<file path="src/design/pcs_pkg.sv">
// package for the clock synthesis control block: register map, fields, constants
package pcs_pkg;
  // register byte offsets
  localparam logic [7:0] ADDR_CTRL = 8'h00;
  localparam logic [7:0] ADDR_DIV = 8'h04;
  localparam logic [7:0] ADDR_PHASE = 8'h08;
  localparam logic [7:0] ADDR_STATUS = 8'h0c;
  localparam logic [7:0] ADDR_IRQ_STAT = 8'h10;
  localparam logic [7:0] ADDR_IRQ_EN = 8'h14;
  localparam logic [7:0] ADDR_IRQ_CLR = 8'h18;
  // ctrl field positions
  localparam int CTRL_FB_SEL_LSB = 0;
  localparam int CTRL_SEC_SEL = 2;
  localparam int CTRL_DYN_MODE = 3;
  localparam int CTRL_CASCADE = 4;
  // feedback sources
  localparam logic [1:0] FB_PRIMARY = 2'h0;
  localparam logic [1:0] FB_SHIFTED = 2'h1;
  localparam logic [1:0] FB_USER = 2'h2;
  // reset values
  localparam logic [4:0] CTRL_RESET = 5'h00;
  localparam logic [7:0] DIV_IN_RESET = 8'h00;
  localparam logic [7:0] DIV_FB_RESET = 8'h00;
  localparam logic [7:0] DIV_OUT_RESET = 8'h00;
  localparam logic [7:0] DIV_SEC_RESET = 8'h01;
  localparam logic [3:0] FINE_RESET = 4'h0;
  localparam logic [3:0] COARSE_RESET = 4'h0;
  // fine delay: up to 16 steps of nominal 125 ps; coarse 22.5 degree steps
  localparam int FINE_STEPS = 16;
  localparam int FINE_STEP_PS = 125;
  localparam int COARSE_STEPS = 16;
  // lock time, in microseconds, and derived cycle count at 50 MHz
  localparam int CLK_MHZ = 50;
  localparam int LOCK_TIME_US = 100;
  localparam int LOCK_CYCLES = LOCK_TIME_US * CLK_MHZ;
  // interrupt bit positions
  localparam int IRQ_LOCK_GAIN = 0;
  localparam int IRQ_LOCK_LOSS = 1;
  localparam int IRQ_W = 2;

  typedef struct packed {
    logic [7:0] in_div;
    logic [7:0] fb_div;
    logic [7:0] out_div;
    logic [7:0] sec_div;
  } pcs_div_t;

  typedef struct packed {
    logic [3:0] fine;
    logic [3:0] coarse;
  } pcs_phase_t;

  typedef enum logic [2:0] {
    ST_UNLOCKED = 3'b001,
    ST_ACQUIRE = 3'b010,
    ST_LOCKED = 3'b100
  } pcs_lock_st_t;

  typedef struct packed {
    logic [4:0] ctrl;
    pcs_div_t div;
    pcs_phase_t phase_cfg;
    pcs_phase_t phase_dyn_s1;
    pcs_phase_t phase_dyn;
    pcs_phase_t phase_act;
    logic ref_s1;
    logic ref_s2;
    logic ref_d;
    logic fb_s1;
    logic fb_s2;
    logic fb_d;
    logic [7:0] in_cnt;
    logic ref_tick;
    logic [7:0] fbd_cnt;
    logic fb_tick;
    logic [7:0] vco_cnt;
    logic [7:0] op_cnt;
    logic primary;
    logic [3:0] ph_pipe;
    logic [15:0] shift_line;
    logic shifted;
    logic [7:0] sec_cnt;
    logic sec_a;
    logic sec_b;
    logic sec_src_d;
    pcs_lock_st_t lock_st;
    logic [31:0] lock_cnt;
    logic lock;
    logic [IRQ_W-1:0] irq_stat;
    logic [IRQ_W-1:0] irq_en;
    logic irq;
    logic [31:0] prdata;
    logic pready;
    logic pslverr;
    logic cascade_out;
  } pcs_state_t;
endpackage : pcs_pkg

</file>
<file path="src/design/pcs_pll_ctrl.sv">
// clock synthesis control: dividers, phase adjust, lock tracking, apb registers
`timescale 1ns/1ns
`default_nettype none

// Operation
// - reference clock passes through the input divider before phase compare
// - feedback divider, fed by primary, shifted or user clock, sets multiplication
// - lock flag rises once reference and feedback agree in frequency and phase
// - dynamic phase changes may drop lock until lock time elapses
// - primary output is the oscillator divided by the output divider
// - shifted output phase set statically or from fabric at run time
// - secondary divider takes primary or shifted output for slower clocks
// - primary, both secondary and shifted outputs drive distribution
// - fine delay inserts up to sixteen nominal 125 ps steps
// - coarse phase moves both edges in 22.5 degree steps
// - step counts come from static config or fabric inputs
// - primary or shifted output may be selected as reference for a cascaded pll or dll
module pcs_pll_ctrl #(
  parameter int LOCK_WAIT = pcs_pkg::LOCK_CYCLES
) (
  // apb
  input wire logic pclk,
  input wire logic presetn,
  input wire logic psel,
  input wire logic penable,
  input wire logic pwrite,
  input wire logic [7:0] paddr,
  input wire logic [31:0] pwdata,
  output logic [31:0] prdata,
  output logic pready,
  output logic pslverr,
  // clock pins
  input wire logic reference_clock_in,
  input wire logic feedback_clock_in,
  input wire logic osc_in,
  // fabric dynamic phase
  input wire logic [3:0] dyn_fine_steps,
  input wire logic [3:0] dyn_coarse_steps,
  // outputs
  output logic primary_clock_out,
  output logic phase_shifted_clock_out,
  output logic secondary_divided_clock_out,
  output logic secondary_divided_clock_out_b,
  output logic cascade_clock_out,
  output logic lock,
  output logic irq
);
  pcs_pkg::pcs_state_t s;
  pcs_pkg::pcs_state_t next_s;
  logic wr;
  logic rd;
  logic cfg_change;
  logic fb_sel_bit;
  logic sec_src;
  localparam int IRQ_W_M = pcs_pkg::IRQ_W - 1;

  assign wr = psel && penable && pwrite;
  assign rd = psel && !penable && !pwrite;

  always_comb begin
    next_s = s;
    cfg_change = 1'b0;
    // oscillator-domain samples: every pin input except osc_in goes through two flops
    next_s.ref_s1 = reference_clock_in;
    next_s.ref_s2 = s.ref_s1;
    next_s.ref_d = s.ref_s2;
    next_s.phase_dyn_s1 = {dyn_fine_steps, dyn_coarse_steps};
    next_s.phase_dyn = s.phase_dyn_s1;
    // user pin synchronised ahead of the select, so it lines up with the reference path
    next_s.fb_s1 = feedback_clock_in;
    next_s.fb_s2 = s.fb_s1;
    case (s.ctrl[pcs_pkg::CTRL_FB_SEL_LSB +: 2])
      pcs_pkg::FB_PRIMARY: fb_sel_bit = s.primary;
      pcs_pkg::FB_SHIFTED: fb_sel_bit = s.shifted;
      default: fb_sel_bit = s.fb_s2;
    endcase
    next_s.fb_d = fb_sel_bit;
    // input divider counts each reference rising edge, ticks when the count reaches in_div
    next_s.ref_tick = 1'b0;
    if (s.ref_s2 && !s.ref_d) begin
      if (s.in_cnt >= s.div.in_div) begin
        next_s.in_cnt = 8'h00;
        next_s.ref_tick = 1'b1;
      end else begin
        next_s.in_cnt = s.in_cnt + 8'h01;
      end
    end
    next_s.fb_tick = 1'b0;
    if (fb_sel_bit && !s.fb_d) begin
      if (s.fbd_cnt >= s.div.fb_div) begin
        next_s.fbd_cnt = 8'h00;
        next_s.fb_tick = 1'b1;
      end else begin
        next_s.fbd_cnt = s.fbd_cnt + 8'h01;
      end
    end
    // primary output: oscillator edges divided, toggle per terminal count
    if (s.op_cnt >= s.div.out_div) begin
      next_s.op_cnt = 8'h00;
      next_s.primary = !s.primary;
    end else begin
      next_s.op_cnt = s.op_cnt + 8'h01;
    end
    // phase selection: static config or fabric values
    if (s.ctrl[pcs_pkg::CTRL_DYN_MODE]) begin
      next_s.phase_act = s.phase_dyn;
    end else begin
      next_s.phase_act = s.phase_cfg;
    end
    if (next_s.phase_act != s.phase_act) begin
      cfg_change = 1'b1;
    end
    // shifted output: coarse step picks a tap of the delay line (both edges move)
    next_s.shift_line = {s.shift_line[14:0], s.primary};
    next_s.ph_pipe = s.phase_act.fine;
    next_s.shifted = s.shift_line[s.phase_act.coarse];
    // secondary divider from primary or shifted, fine delay taps the line
    sec_src = s.ctrl[pcs_pkg::CTRL_SEC_SEL] ? s.shifted : s.primary;
    next_s.sec_src_d = sec_src;
    if (sec_src && !s.sec_src_d) begin
      if (s.sec_cnt >= s.div.sec_div) begin
        next_s.sec_cnt = 8'h00;
        next_s.sec_a = !s.sec_a;
      end else begin
        next_s.sec_cnt = s.sec_cnt + 8'h01;
      end
    end
    // fine delay modelled as one tap per step along the line, independent of the coarse tap
    next_s.sec_b = s.shift_line[s.ph_pipe] ^ s.sec_a;
    next_s.cascade_out = s.ctrl[pcs_pkg::CTRL_CASCADE] ? s.shifted : s.primary;
    // apb registers
    next_s.pready = psel && !penable;
    next_s.pslverr = 1'b0;
    if (rd) begin
      case (paddr)
        pcs_pkg::ADDR_CTRL: next_s.prdata = {27'h0000000, s.ctrl};
        pcs_pkg::ADDR_DIV: next_s.prdata = s.div;
        pcs_pkg::ADDR_PHASE: next_s.prdata = {24'h000000, s.phase_cfg};
        pcs_pkg::ADDR_STATUS: next_s.prdata = {20'h00000, s.phase_act, 3'h0, s.lock};
        pcs_pkg::ADDR_IRQ_STAT: next_s.prdata = {30'h00000000, s.irq_stat};
        pcs_pkg::ADDR_IRQ_EN: next_s.prdata = {30'h00000000, s.irq_en};
        pcs_pkg::ADDR_IRQ_CLR: next_s.prdata = 32'h00000000;
        default: begin
          next_s.prdata = 32'h00000000;
          next_s.pslverr = 1'b1;
        end
      endcase
    end else if (psel && !penable) begin
      next_s.prdata = 32'h00000000;
      if (!(paddr inside {pcs_pkg::ADDR_CTRL, pcs_pkg::ADDR_DIV, pcs_pkg::ADDR_PHASE,
                          pcs_pkg::ADDR_STATUS, pcs_pkg::ADDR_IRQ_STAT, pcs_pkg::ADDR_IRQ_EN,
                          pcs_pkg::ADDR_IRQ_CLR})) begin
        next_s.pslverr = 1'b1;
      end
    end
    if (wr && s.pready) begin
      case (paddr)
        pcs_pkg::ADDR_CTRL: begin
          if (pwdata[4:0] != s.ctrl) cfg_change = 1'b1;
          next_s.ctrl = pwdata[4:0];
        end
        pcs_pkg::ADDR_DIV: begin
          cfg_change = 1'b1;
          next_s.div = pwdata;
        end
        pcs_pkg::ADDR_PHASE: next_s.phase_cfg = pwdata[7:0];
        pcs_pkg::ADDR_IRQ_EN: next_s.irq_en = pwdata[IRQ_W_M:0];
        default: begin
        end
      endcase
    end
    // lock tracking: ref and feedback ticks must coincide for lock wait cycles
    next_s.lock = 1'b0;
    case (s.lock_st)
      pcs_pkg::ST_UNLOCKED: begin
        next_s.lock_cnt = 32'h00000000;
        if (s.ref_tick && s.fb_tick) next_s.lock_st = pcs_pkg::ST_ACQUIRE;
      end
      pcs_pkg::ST_ACQUIRE: begin
        if (s.ref_tick != s.fb_tick) begin
          next_s.lock_st = pcs_pkg::ST_UNLOCKED;
        end else if (s.lock_cnt >= LOCK_WAIT[31:0] - 32'h00000001) begin
          next_s.lock_st = pcs_pkg::ST_LOCKED;
        end else begin
          next_s.lock_cnt = s.lock_cnt + 32'h00000001;
        end
      end
      pcs_pkg::ST_LOCKED: begin
        next_s.lock = 1'b1;
        if (s.ref_tick != s.fb_tick) next_s.lock_st = pcs_pkg::ST_UNLOCKED;
      end
      default: next_s.lock_st = pcs_pkg::ST_UNLOCKED;
    endcase
    if (cfg_change) begin
      next_s.lock_st = pcs_pkg::ST_UNLOCKED;
      next_s.lock = 1'b0;
    end
    // sticky events; set wins over clear
    if (wr && s.pready && paddr == pcs_pkg::ADDR_IRQ_CLR) begin
      next_s.irq_stat = s.irq_stat & ~pwdata[IRQ_W_M:0];
    end
    if (next_s.lock && !s.lock) next_s.irq_stat[pcs_pkg::IRQ_LOCK_GAIN] = 1'b1;
    if (!next_s.lock && s.lock) next_s.irq_stat[pcs_pkg::IRQ_LOCK_LOSS] = 1'b1;
    next_s.irq = |(next_s.irq_stat & next_s.irq_en);
  end

  // the oscillator itself is analog; pclk stands in for it and osc_in is left unused
  always_ff @(posedge pclk or negedge presetn) begin
    if (!presetn) begin
      s <= '0;
      s.ctrl <= pcs_pkg::CTRL_RESET;
      s.div <= {pcs_pkg::DIV_IN_RESET, pcs_pkg::DIV_FB_RESET, pcs_pkg::DIV_OUT_RESET, pcs_pkg::DIV_SEC_RESET};
      s.phase_cfg <= {pcs_pkg::FINE_RESET, pcs_pkg::COARSE_RESET};
      s.lock_st <= pcs_pkg::ST_UNLOCKED;
    end else begin
      s <= next_s;
    end
  end

  assign prdata = s.prdata;
  assign pready = s.pready;
  assign pslverr = s.pslverr;
  assign primary_clock_out = s.primary;
  assign phase_shifted_clock_out = s.shifted;
  assign secondary_divided_clock_out = s.sec_a;
  assign secondary_divided_clock_out_b = s.sec_b;
  assign cascade_clock_out = s.cascade_out;
  assign lock = s.lock;
  assign irq = s.irq;

  // assertions
  a_lock_after_change: assert property (@(posedge pclk) disable iff (!presetn)
    (wr && s.pready && paddr == pcs_pkg::ADDR_DIV) |=> !lock)
    else $error("lock held after divider write");
  a_lock_from_state: assert property (@(posedge pclk) disable iff (!presetn)
    lock |-> $past(s.lock_st == pcs_pkg::ST_LOCKED))
    else $error("lock without locked state");
  a_irq_level: assert property (@(posedge pclk) disable iff (!presetn)
    ($rose(lock) ##1 (s.irq_en[0])) |-> irq)
    else $error("lock gain irq missing");
  a_phase_static: assert property (@(posedge pclk) disable iff (!presetn)
    (!s.ctrl[pcs_pkg::CTRL_DYN_MODE] && $stable(s.ctrl)) |=> s.phase_act == $past(s.phase_cfg))
    else $error("static phase not applied");
  a_phase_dyn: assert property (@(posedge pclk) disable iff (!presetn)
    (s.ctrl[pcs_pkg::CTRL_DYN_MODE] && $stable(s.ctrl)) |=> s.phase_act == $past(s.phase_dyn))
    else $error("dynamic phase not applied");
  a_dyn_drop: assert property (@(posedge pclk) disable iff (!presetn)
    (s.phase_act != $past(s.phase_act)) |-> !lock)
    else $error("lock kept across phase change");
  a_shift_tap: assert property (@(posedge pclk) disable iff (!presetn)
    $stable(s.phase_act) |=> phase_shifted_clock_out == $past(s.shift_line[s.phase_act.coarse]))
    else $error("coarse tap wrong");
  a_primary_div: assert property (@(posedge pclk) disable iff (!presetn)
    (s.op_cnt < s.div.out_div && $stable(s.div)) |=> $stable(primary_clock_out))
    else $error("primary toggled early");
  a_ref_tick: assert property (@(posedge pclk) disable iff (!presetn)
    s.ref_tick |-> $past(s.ref_s2 && !s.ref_d))
    else $error("divider tick without edge");
endmodule : pcs_pll_ctrl

`default_nettype wire

</file>
<file path="config.mk">
export PLATFORM = sky130hd
export DESIGN_NAME = pcs_pll_ctrl
export DESIGN_NICKNAME = d
export VERILOG_FILES = /design/src/design/pcs_pkg.sv /design/src/design/pcs_pll_ctrl.sv
export SDC_FILE = /design/constraint.sdc
export NUM_CORES = 1
export LEC_CHECK = 0
export ABC_AREA = 1
export BUFFER_PORTS_ARGS = -buffer_cell sky130_fd_sc_hd__buf_2
export CAP_MARGIN = 0
export CORE_ASPECT_RATIO = 0.8
export CORE_MARGIN = 10
export CORE_UTILIZATION = 53
export CTS_CLUSTER_DIAMETER = 40
export DETAILED_ROUTE_END_ITERATION = 8
export GPL_TIMING_DRIVEN = 0
export PLACE_DENSITY = 0.82
export REMOVE_ABC_BUFFERS = 1
export SLEW_MARGIN = 20
export SYNTH_ARGS = -nofsm -noshare
export SYNTH_HDL_FRONTEND = slang
export SYNTH_SLANG_ARGS = --single-unit
</file>
<file path="constraint.sdc">
create_clock -name pclk -period 1.8 [get_ports pclk]
set_input_delay 0.36 -clock pclk [delete_from_list [all_inputs] [get_ports pclk]]
set_output_delay 0.36 -clock pclk [all_outputs]
set_load 0.005 [all_outputs]
</file>
==> flow_metrics.env, run 1 <==
export IMPL_tritoncts_num_buffers=29
export IMPL_synth_area_per_cell_um2=9.08
export IMPL_route_detailed_drc=0
export IMPL_path_clk_slew_ns=0.06
export IMPL_syn_inst=1074
export IMPL_slew_violations=0
export IMPL_drive_above_1_share=0.233
export IMPL_rsz0062_at_grt="true"
export IMPL_relSlewSlack=0.576
export IMPL_diodes=0
export IMPL_area_sequential_um2=5260
export IMPL_p_per_area_nw_per_um2=971
export IMPL_start_kind="flip-flop"
export IMPL_skew_ns=0.00812
export IMPL_violations="negative setup slack"
export IMPL_cts_tree="yes"
export IMPL_end_kind="flip-flop"
export IMPL_antenna_found_initial=1
export IMPL_finalHoldViolCount=0
export IMPL_reg2reg_slack_ns=-0.20
export IMPL_setup_ws_ns=-0.199
export IMPL_ctsHtreeMaxLevel=1
export IMPL_finalSetupViolCount=7
export IMPL_hold_path_class="in2reg"
export IMPL_synth_cell_types=47
export IMPL_clkLatencyLatePin_ns=0.55
export IMPL_dr_pass1_iters=5
export IMPL_cts_sinks=210
export IMPL_final_period_utilization=1.11
export IMPL_tightest_slew_ns=0.635
export IMPL_yosysWarningCount=0
export IMPL_final_util=0.661
export IMPL_grt_pass1_vias=7822
export IMPL_cts_root_buf="clkbuf_16"
export IMPL_grt_usage=0.197
export IMPL_async_flop_share=1.00
export IMPL_status="finished with violations"
export IMPL_ys_seq_area_frac=0.539
export IMPL_worstPathRequired_ns=2.23
export IMPL_cap_violations=0
export IMPL_io_buffers=95
export IMPL_ios=97
export IMPL_clk_path_buf_depth=3
export IMPL_area_growth_pct=22.8
export IMPL_syn_area_um2=9760
export IMPL_grt_pass1_wl_um=38900
export IMPL_drt_iter0_drc=740
export IMPL_layout_nets=1289
export IMPL_start_util=0.539
export IMPL_irDropWorstVdd_uv=919
export IMPL_criticalPathCategory="reg2reg"
export IMPL_leakagePower_uw=0.00591
export IMPL_gp_congestion=0.890
export IMPL_placementRows=44
export IMPL_totalWireLength_um=24700
export IMPL_synthFlopType="dfrtp_1"
export IMPL_die_w_um=172
export IMPL_core_area_um2=18100
export IMPL_ys_ff_latch=210
export IMPL_critPathArrivalTime_ns=2.43
export IMPL_die_y_um=141
export IMPL_grt_max_degree=95
export IMPL_tns_ns=-0.944
export IMPL_multi_input_area_um2=3910
export IMPL_clock_fmax_mhz=500
export IMPL_fillerInstances=1298
export IMPL_synth_edff_count=0
export IMPL_drt_wirelength_per_cell_um=17.1
export IMPL_grt_overflow_total=0
export IMPL_num_vias=7909
export IMPL_via_per_inst=5.46
export IMPL_min_period_ns=2.00
export IMPL_die_area_um2=24300
export IMPL_hpwl_um=15700
export IMPL_cp_max_fo=8
export IMPL_drt_antenna_violating_nets=0
==> worst max-delay path, cell delays in order, from the launching register on <==
cell and delay, ns:
dfrtp_2 0.49, buf_4 0.16, buf_6 0.11, nand2_1 0.05
nand3_1 0.06, nand2_1 0.13, nand3_2 0.10, nor2_4 0.12
nand2_2 0.07, nor2_4 0.19, nand2_2 0.09, nand2_2 0.07
nand2_2 0.06, nand2_2 0.09, nand2_2 0.07
==> repair_timing <==
item                                    CTS  global route
endpoints found under the hold margin    59             0
hold buffers                             12             0
pin swaps                                13            28
gates cloned                              5             1
buffers inserted                         15            14
resized for setup                        38            69
endpoints found under the setup margin  112            76
==> cell usage after synthesis (7+ instances only) <==
library cell | n | share of area
o21ai_0 | 93 | 0.048
inv_1 | 148 | 0.057
nand3_1 | 35 | 0.018
nor3_1 | 14 | 0.0072
dfrtp_1 | 208 | 0.53
buf_4 | 35 | 0.027
buf_2 | 10 | 0.0051
xnor2_1 | 7 | 0.0063
clkbuf_1 | 8 | 0.0031
ha_1 | 38 | 0.049
nand2_1 | 218 | 0.084
a32o_1 | 20 | 0.021
o22ai_1 | 10 | 0.0064
nand4_1 | 11 | 0.0071
nor2_1 | 100 | 0.038
a21oi_1 | 38 | 0.019
xor2_1 | 17 | 0.015
==> layer usage <==
layer,GRT usage,part of all wire
met5,0,0
met3,0.0541,0.089
met1,0.256,0.42
met2,0.317,0.47
met4,0.0539,0.022
==> flip-flops by register name, summed over array words and instances, names as in the netlist <==
register,count
prdata,32
cascade_clock_out,1
primary_clock_out,1
secondary_divided_clock_out,1
pslverr,1
lock,1
secondary_divided_clock_out_b,1
irq,1
phase_shifted_clock_out,1
s,139
next_s,30
pready,1
==> placed cells by master, fill, tap and decap left out, types with 3 or more instances in the layout <==
cell type / count
buf_2: 94
nand2_2: 29
bufinv_16: 3
nor3_2: 3
nand2_1: 191
a22o_1: 4
xnor2_1: 6
clkinv_2: 6
nand4_1: 11
and3_1: 3
clkbuf_16: 29
a32o_1: 20
nand2_4: 6
o221ai_1: 3
nor2_1: 87
xor2_1: 17
nor3_1: 13
dfrtp_2: 3
clkinvlp_4: 6
inv_2: 9
buf_4: 20
nor2_4: 9
o21ai_0: 88
ha_1: 36
nand3_1: 29
dfrtp_1: 205
nand3_2: 6
o211ai_1: 6
a21oi_1: 36
o21ai_1: 6
buf_6: 8
clkinv_4: 6
inv_1: 139
a21oi_2: 3
nor2_2: 12
dlygate4sd3_1: 12
o22ai_1: 10
==> power breakdown <==
part	internal, µW	total, µW	switching, µW
sequential	4890	5060	174
combinational	307	786	479
clock	3500	5780	2280
total	8700	11600	2930
==> cell families (layout without fill, tap and decap cells) <==
logic type	after synthesis	count (layout)	share of synthesized area
xor gates and xnor gates	25	25	0.0232
adders and majority gates	38	38	0.0487
DFF	210	210	0.539
buffers and inverters	207	346	0.0952
muxes	1	1	0.00103
AOI/OAI and AO/OA	186	186	0.114
and+or+nand+nor	407	412	0.179
==> metrics by stage <==
| step | total power (µW) | cell area, µm² | hold WS, ns | worst slack, ns | std cells |
|---|---|---|---|---|---|
| 2_1_floorplan | 5470 | 9400 | 0.0644 | -0.375 | 1020 |
| 3_3_place_gp | 5780 | 10200 | 0.332 | -3.12 | 1345 |
| 3_5_place_dp | 5840 | 10200 | 0.296 | -1.36 | 1347 |
| 4_1_cts | 11700 | 11700 | 0.000178 | -0.0923 | 1433 |
| 5_1_grt | 12000 | 12000 | 0.0116 | -0.290 | 1448 |
| 6_report | 11600 | 12000 | 0.0137 | -0.199 | 1448 |
==> cell type report <==
| class | instances | area share |
|---|---|---|
| multi-input cells | 662 | 0.326 |
| clock inverters | 22 | 0.0214 |
| inverters | 153 | 0.0494 |
| well taps | 230 | 0.0240 |
| clock buffers | 32 | 0.0624 |
| repair buffers | 138 | 0.0769 |
| flip-flops and latches | 210 | 0.439 |
| repair inverters | 1 | 0.000627 |
==> final timing paths <==
kind                       cells past startpoint                       endpoint         from
setup reg to reg                              14                            irq       s[216]
min in group asynchronous                      2  secondary_divided_clock_out_b      presetn
hold reg to reg                                0                         s[159]  next_s[159]
setup / recovery                              14                            irq       s[216]
max in group asynchronous                      3                     prdata[19]      presetn
hold / removal                                 3                         s[193]   pwdata[12]
(Power assumes the default switching activity.)
==> run 2: changes to the inputs <==
- CORE_UTILIZATION: 53 -> 48
- PLACE_DENSITY: 0.82 -> 0.76
==> flow_metrics.env, run 2 (synthesis gave the netlist of run 1 again) <==
export IMPL_status="finished with violations"
export IMPL_violations="negative setup slack"
export IMPL_worstPathRequired_ns=2.26
export IMPL_rsz0062_at_grt="true"
export IMPL_layout_nets=1284
export IMPL_r2r_cells=14
export IMPL_p_per_area_nw_per_um2=954
export IMPL_ctsHtreeMaxLevel=1
export IMPL_largest_reg_flops=139
export IMPL_die_y_um=148
export IMPL_path_clk_slew_ns=0.06
export IMPL_reg2reg_to="s[74]"
export IMPL_placed_cell_area_um2=10300
export IMPL_finalHoldViolCount=0
export IMPL_grt_usage=0.180
export IMPL_criticalPathCategory="reg2reg"
export IMPL_finalHoldWorstSlack_ns=0.0267
export IMPL_placementRows=46
export IMPL_cp_max_fo=5
export IMPL_area_sequential_um2=5260
export IMPL_setup_ws_ns=-0.104
export IMPL_die_w_um=179
export IMPL_fillerInstances=1621
export IMPL_end_kind="flip-flop"
export IMPL_irDropWorstVdd_uv=691
export IMPL_switching_share=0.246
export IMPL_num_vias=7823
export IMPL_final_util=0.601
export IMPL_area_growth_pct=22.7
export IMPL_antenna_found_initial=0
export IMPL_min_period_ns=1.90
export IMPL_start_util=0.490
export IMPL_hold_path_class="in2reg"
export IMPL_gp_congestion=0.863
export IMPL_intPower_uw=8610
export IMPL_start_kind="flip-flop"
export IMPL_die_area_um2=26500
export IMPL_tritoncts_num_buffers=28
export IMPL_slew_violations=0
export IMPL_final_period_utilization=1.06
export IMPL_finalSetupViolCount=4
export IMPL_timing_rr_start="s[216]"
export IMPL_diodes=0
export IMPL_critPathArrivalTime_ns=2.36
export IMPL_layout_common_cells="204 x dfrtp_1, 196 x nand2_1, 142 x inv_1"
export IMPL_cts_tree="yes"
export IMPL_core_area_um2=19900
export IMPL_clk_path_buf_depth=3
export IMPL_via_per_inst=5.30
export IMPL_p_clk_frac=0.490
export IMPL_io_buffers=95
export IMPL_tns_ns=-0.312
export IMPL_dr_pass1_iters=6
export IMPL_drt_antenna_violating_nets=0
export IMPL_grt_overflow_total=0
export IMPL_hpwl_um=15700
export IMPL_critPathSlowestCell="dfrtp_2"
export IMPL_comb_power_share=0.067
export IMPL_grt_max_degree=102
export IMPL_regMostFlops="s"
export IMPL_drt_wirelength_per_cell_um=16.4
export IMPL_place_ws_ns=-1.11
export IMPL_route_detailed_drc=0
export IMPL_leakagePower_uw=0.00593
export IMPL_cap_violations=0
export IMPL_endpoint="s[74]"
export IMPL_ios=97
export IMPL_worst_path_most_repeated_cell="nand2_1"
export IMPL_grt_pass1_vias=7594
export IMPL_tightest_slew_ns=0.620
export IMPL_cts_root_buf="clkbuf_16"
export IMPL_skew_ns=0.0147
export IMPL_reg2reg_slack_ns=-0.10
export IMPL_slowest_delay_ns=0.42
export IMPL_p_switching_uw=2810
export IMPL_path_cells="buf_8 -> inv_8 -> buf_6 -> nand2_1 -> nand2_1 -> nand2_1 -> nand2_1 -> nand4_2 -> nor2_4 -> buf_12 -> nand3_4 -> nand2_4 -> inv_2 -> a21oi_2"
export IMPL_power_frac_seq=0.444
export IMPL_grt_pass1_wl_um=39100
export IMPL_clock_fmax_mhz=525
export IMPL_drive_above_1_share=0.219
export IMPL_cts_sinks=210
export IMPL_relSlewSlack=0.587
export IMPL_clkLatencyLatePin_ns=0.54
export IMPL_final_area_um2=12000
export IMPL_multi_input_area_um2=3920
export IMPL_final_common_cell="dfrtp_1"
export IMPL_totalWireLength_um=24200
export IMPL_drt_iter0_drc=633
export IMPL_critPathLaunch="s[216]"
-- run 2: cell count changes in the layout (fill, tap and decap cells not counted), sizes merged --
cell,before,now
buf,126,123
bufinv,3,2
clkbuf,32,37
clkinv,13,5
clkinvlp,6,4
dlygate4sd3,12,11
inv,154,159
nand2,227,226
-- run 2: per-stage QoR --
step           total power (µW)  std cells
4_1_cts                   11400       1464
6_report                  11400       1476
3_5_place_dp               5830       1381
5_1_grt                   11800       1476
2_1_floorplan              5470       1020
3_3_place_gp               5780       1379
-- run 2: layout make-up --
type	count	share of cell area
sequential	210	0.440
tap	264	0.0276
clock inverter	15	0.0148
timing repair buffer	134	0.0743
clock buffer	37	0.0655
inverter	153	0.0494
multi-input combinational	661	0.328
timing repair inverter	2	0.000941
-- run 2: worst max-delay path, delay by kind of cell (launching register included) --
family                 cells  cell delay (ns)
AO/OA/AOI/OAI              1             0.09
buffers and inverters      5             0.52
flip-flops                 1             0.42
AND/OR/NAND/NOR            8             0.80
-- run 2: repair_timing --
action	4_1_cts	5_1_grt
gates cloned	6	0
pin swaps	15	21
hold endpoints to repair	62	0
gates resized for setup	46	51
buffers inserted	14	12
endpoints found under the setup margin	108	76
hold buffers	11	0
-- run 2: worst min path at each step --
stage	from	end	slack, ns	depth (start not counted)
2_1_floorplan	presetn	cascade_clock_out	0.06	0
3_3_place_gp	next_s[147]	next_s[146]	0.33	0
3_5_place_dp	presetn	secondary_divided_clock_out_b	0.31	1
4_1_cts	penable	pready	0.01	2
5_1_grt	pwdata[28]	s[209]	0.02	3
6_report	penable	pready	0.03	2
-- run 2: routing by layer --
metal,track usage,share of wire,vias to the layer above
met3,0.0463,0.082,49
met2,0.276,0.46,284
li1,-,-,3713
met5,0,0,-
met4,0.0479,0.023,0
met1,0.246,0.44,3777
-- run 2: power groups by stage --
stage	clock [µW]	sequential (µW)	combinational [µW]
after floorplan	0	5090	381
after global placement	0	5130	649
after detailed placement	0	5130	692
after CTS	5650	5050	734
after global routing	5870	5080	874
final	5590	5060	760
==> run 3: changes to the inputs <==
- PLACE_DENSITY: 0.76 -> 0.73
- clock period: 1.8 -> 1.87 ns (I/O delays scaled with it)
==> flow_metrics.env, run 3 (synthesis gave the netlist of run 1 again) <==
export IMPL_status="finished with violations"
export IMPL_violations="negative setup slack"
export IMPL_final_area_um2=11900
export IMPL_drt_wirelength_per_cell_um=16.3
export IMPL_path_clk_slew_ns=0.06
export IMPL_diodes=0
export IMPL_clock_fmax_mhz=514
export IMPL_dr_pass1_iters=5
export IMPL_setup_ws_ns=-0.0745
export IMPL_cts_sinks=210
export IMPL_tritoncts_num_buffers=28
export IMPL_die_w_um=179
export IMPL_grt_pass1_vias=7519
export IMPL_wl_met3_um=1920
export IMPL_path_delay_family="simple AND/OR/NAND/NOR gates"
export IMPL_irDropWorstVdd_uv=790
export IMPL_min_period_ns=1.94
export IMPL_placed_cell_area_um2=10300
export IMPL_dp_cells=1381
export IMPL_path_depth=15
export IMPL_grt_usage=0.179
export IMPL_slew_violations=0
export IMPL_end_kind="flip-flop"
export IMPL_ios=97
export IMPL_start_util=0.490
export IMPL_gp_congestion=0.863
export IMPL_die_area_um2=26500
export IMPL_ctsHtreeMaxLevel=1
export IMPL_start_kind="flip-flop"
export IMPL_finalHoldWorstSlack_ns=0.0277
export IMPL_cts_tree="yes"
export IMPL_drt_iter0_drc=576
export IMPL_area_growth_pct=22.4
export IMPL_die_y_um=148
export IMPL_worstPathRequired_ns=2.35
export IMPL_hpwl_um=15500
export IMPL_cts_root_buf="clkbuf_16"
export IMPL_topRoutingLayerUsed="met4"
export IMPL_placementRows=46
export IMPL_dr_wl_met2_um=10700
export IMPL_finalSetupViolCount=4
export IMPL_grt_overflow_total=0
export IMPL_path_cells="clkinv_4 -> buf_6 -> nand2_1 -> nand2_1 -> nand2_1 -> nand2_1 -> nand3_2 -> nor2_1 -> nand2_1 -> nor2_4 -> buf_6 -> nand3_4 -> nand2_2 -> inv_2 -> a21oi_2"
export IMPL_p_per_area_nw_per_um2=962
export IMPL_relSlewSlack=0.599
export IMPL_skew_ns=0.0191
export IMPL_route_detailed_drc=0
export IMPL_drive_above_1_share=0.205
export IMPL_layout_nets=1284
export IMPL_grt_max_degree=76
export IMPL_clk_path_buf_depth=3
export IMPL_cp_buffers_inverters=4
export IMPL_hold_path_class="in2reg"
export IMPL_clkLatencyLatePin_ns=0.55
export IMPL_criticalPathCategory="reg2reg"
export IMPL_grt_pass1_wl_um=39000
export IMPL_stdcell_count=1476
export IMPL_leakagePower_uw=0.00591
export IMPL_num_vias=7707
export IMPL_slowest_delay_ns=0.47
export IMPL_r2r_cells=15
export IMPL_rsz0062_at_grt="true"
export IMPL_cp_max_fo=7
export IMPL_critPathArrivalTime_ns=2.42
export IMPL_io_buffers=95
export IMPL_final_common_cell="dfrtp_1"
export IMPL_layout_common_cells="205 x dfrtp_1, 202 x nand2_1, 143 x inv_1"
export IMPL_finalHoldViolCount=0
export IMPL_totalWireLength_um=24100
export IMPL_drt_antenna_violating_nets=0
export IMPL_antenna_found_initial=0
export IMPL_core_area_um2=19900
export IMPL_critPathSlowestCell="dfrtp_2"
export IMPL_final_period_utilization=1.04
export IMPL_tightest_slew_ns=0.601
export IMPL_regMostFlops="s"
export IMPL_worst_path_most_repeated_cell="nand2_1"
export IMPL_cap_violations=0
export IMPL_met1Wirelength_um=10900
export IMPL_min_path_cells=3
export IMPL_largest_reg_flops=139
export IMPL_via_per_inst=5.22
[run 3: cell count changes in the layout (fill, tap and decap cells not counted), moves of 5 or more]
cell | previous run | this run
nand2_4 | 9 | 2
buf_6 | 3 | 8
nor2_4 | 12 | 7
nand2_1 | 196 | 202
[run 3: stage by stage]
stage | setup WS, ns | power, µW | util | setup TNS [ns]
finish | -0.0745 | 11500 | 0.600 | -0.212
global placement | -3.11 | 5570 | 0.513 | -735.68
floorplan | -0.319 | 5270 | - | -7.91
detailed placement | -1.36 | 5620 | 0.516 | -77.36
CTS | 0.00147 | 11600 | 0.585 | 0
global route | -0.167 | 11900 | 0.600 | -0.681
[run 3: where the power goes]
group / leakage [µW] / switching (µW) / total, µW / internal [µW]
registers: 0.00266 / 160 / 4870 / 4710
clock network: 0.000512 / 2110 / 5910 / 3800
logic: 0.00274 / 430 / 717 / 286
[run 3: worst reg2reg max path: stages, from the launching register on]
cell	delay (ns)
dfrtp_2	0.47
clkinv_4	0.11
buf_6	0.09
nand2_1	0.05
nand2_1	0.10
nand2_1	0.06
nand2_1	0.09
nand3_2	0.06
nor2_1	0.10
nand2_1	0.09
nor2_4	0.20
buf_6	0.15
nand3_4	0.08
nand2_2	0.10
inv_2	0.03
a21oi_2	0.08
[run 3: area by class of cell]
cell class	instances	area, µm²
fillers	1693	7970
flip-flops and latches	210	5260
multi-input cells	661	3800
repair buffers	135	898
clock buffers	33	769
inverters	153	587
well taps	264	330
clock inverters	19	290
repair inverters	1	7.51
[run 3: worst paths after layout]
path,slack (ns),end,startpoint
worst max register to register,-0.07,s[74],s[216]
max in group asynchronous,0.74,primary_clock_out,presetn
worst min-delay path,0.03,s[197],pwdata[16]
worst min register to register,0.35,s[158],next_s[158]
worst max-delay path,-0.07,s[74],s[216]
min in group asynchronous,0.38,next_s[95],presetn
[run 3: what timing repair did]
action / CTS / global route
hold endpoints to repair: 73 / 0
gates resized for setup: 19 / 51
hold buffers: 12 / 0
endpoints found under the setup margin: 98 / 89
pin swaps: 4 / 14
buffers inserted: 11 / 15
cloned: 3 / 2
[run 3: layer usage]
metal	vias up	track usage
met2	267	0.267
met1	3685	0.250
li1	3712	-
met3	43	0.0466
met4	0	0.0577
met5	-	0
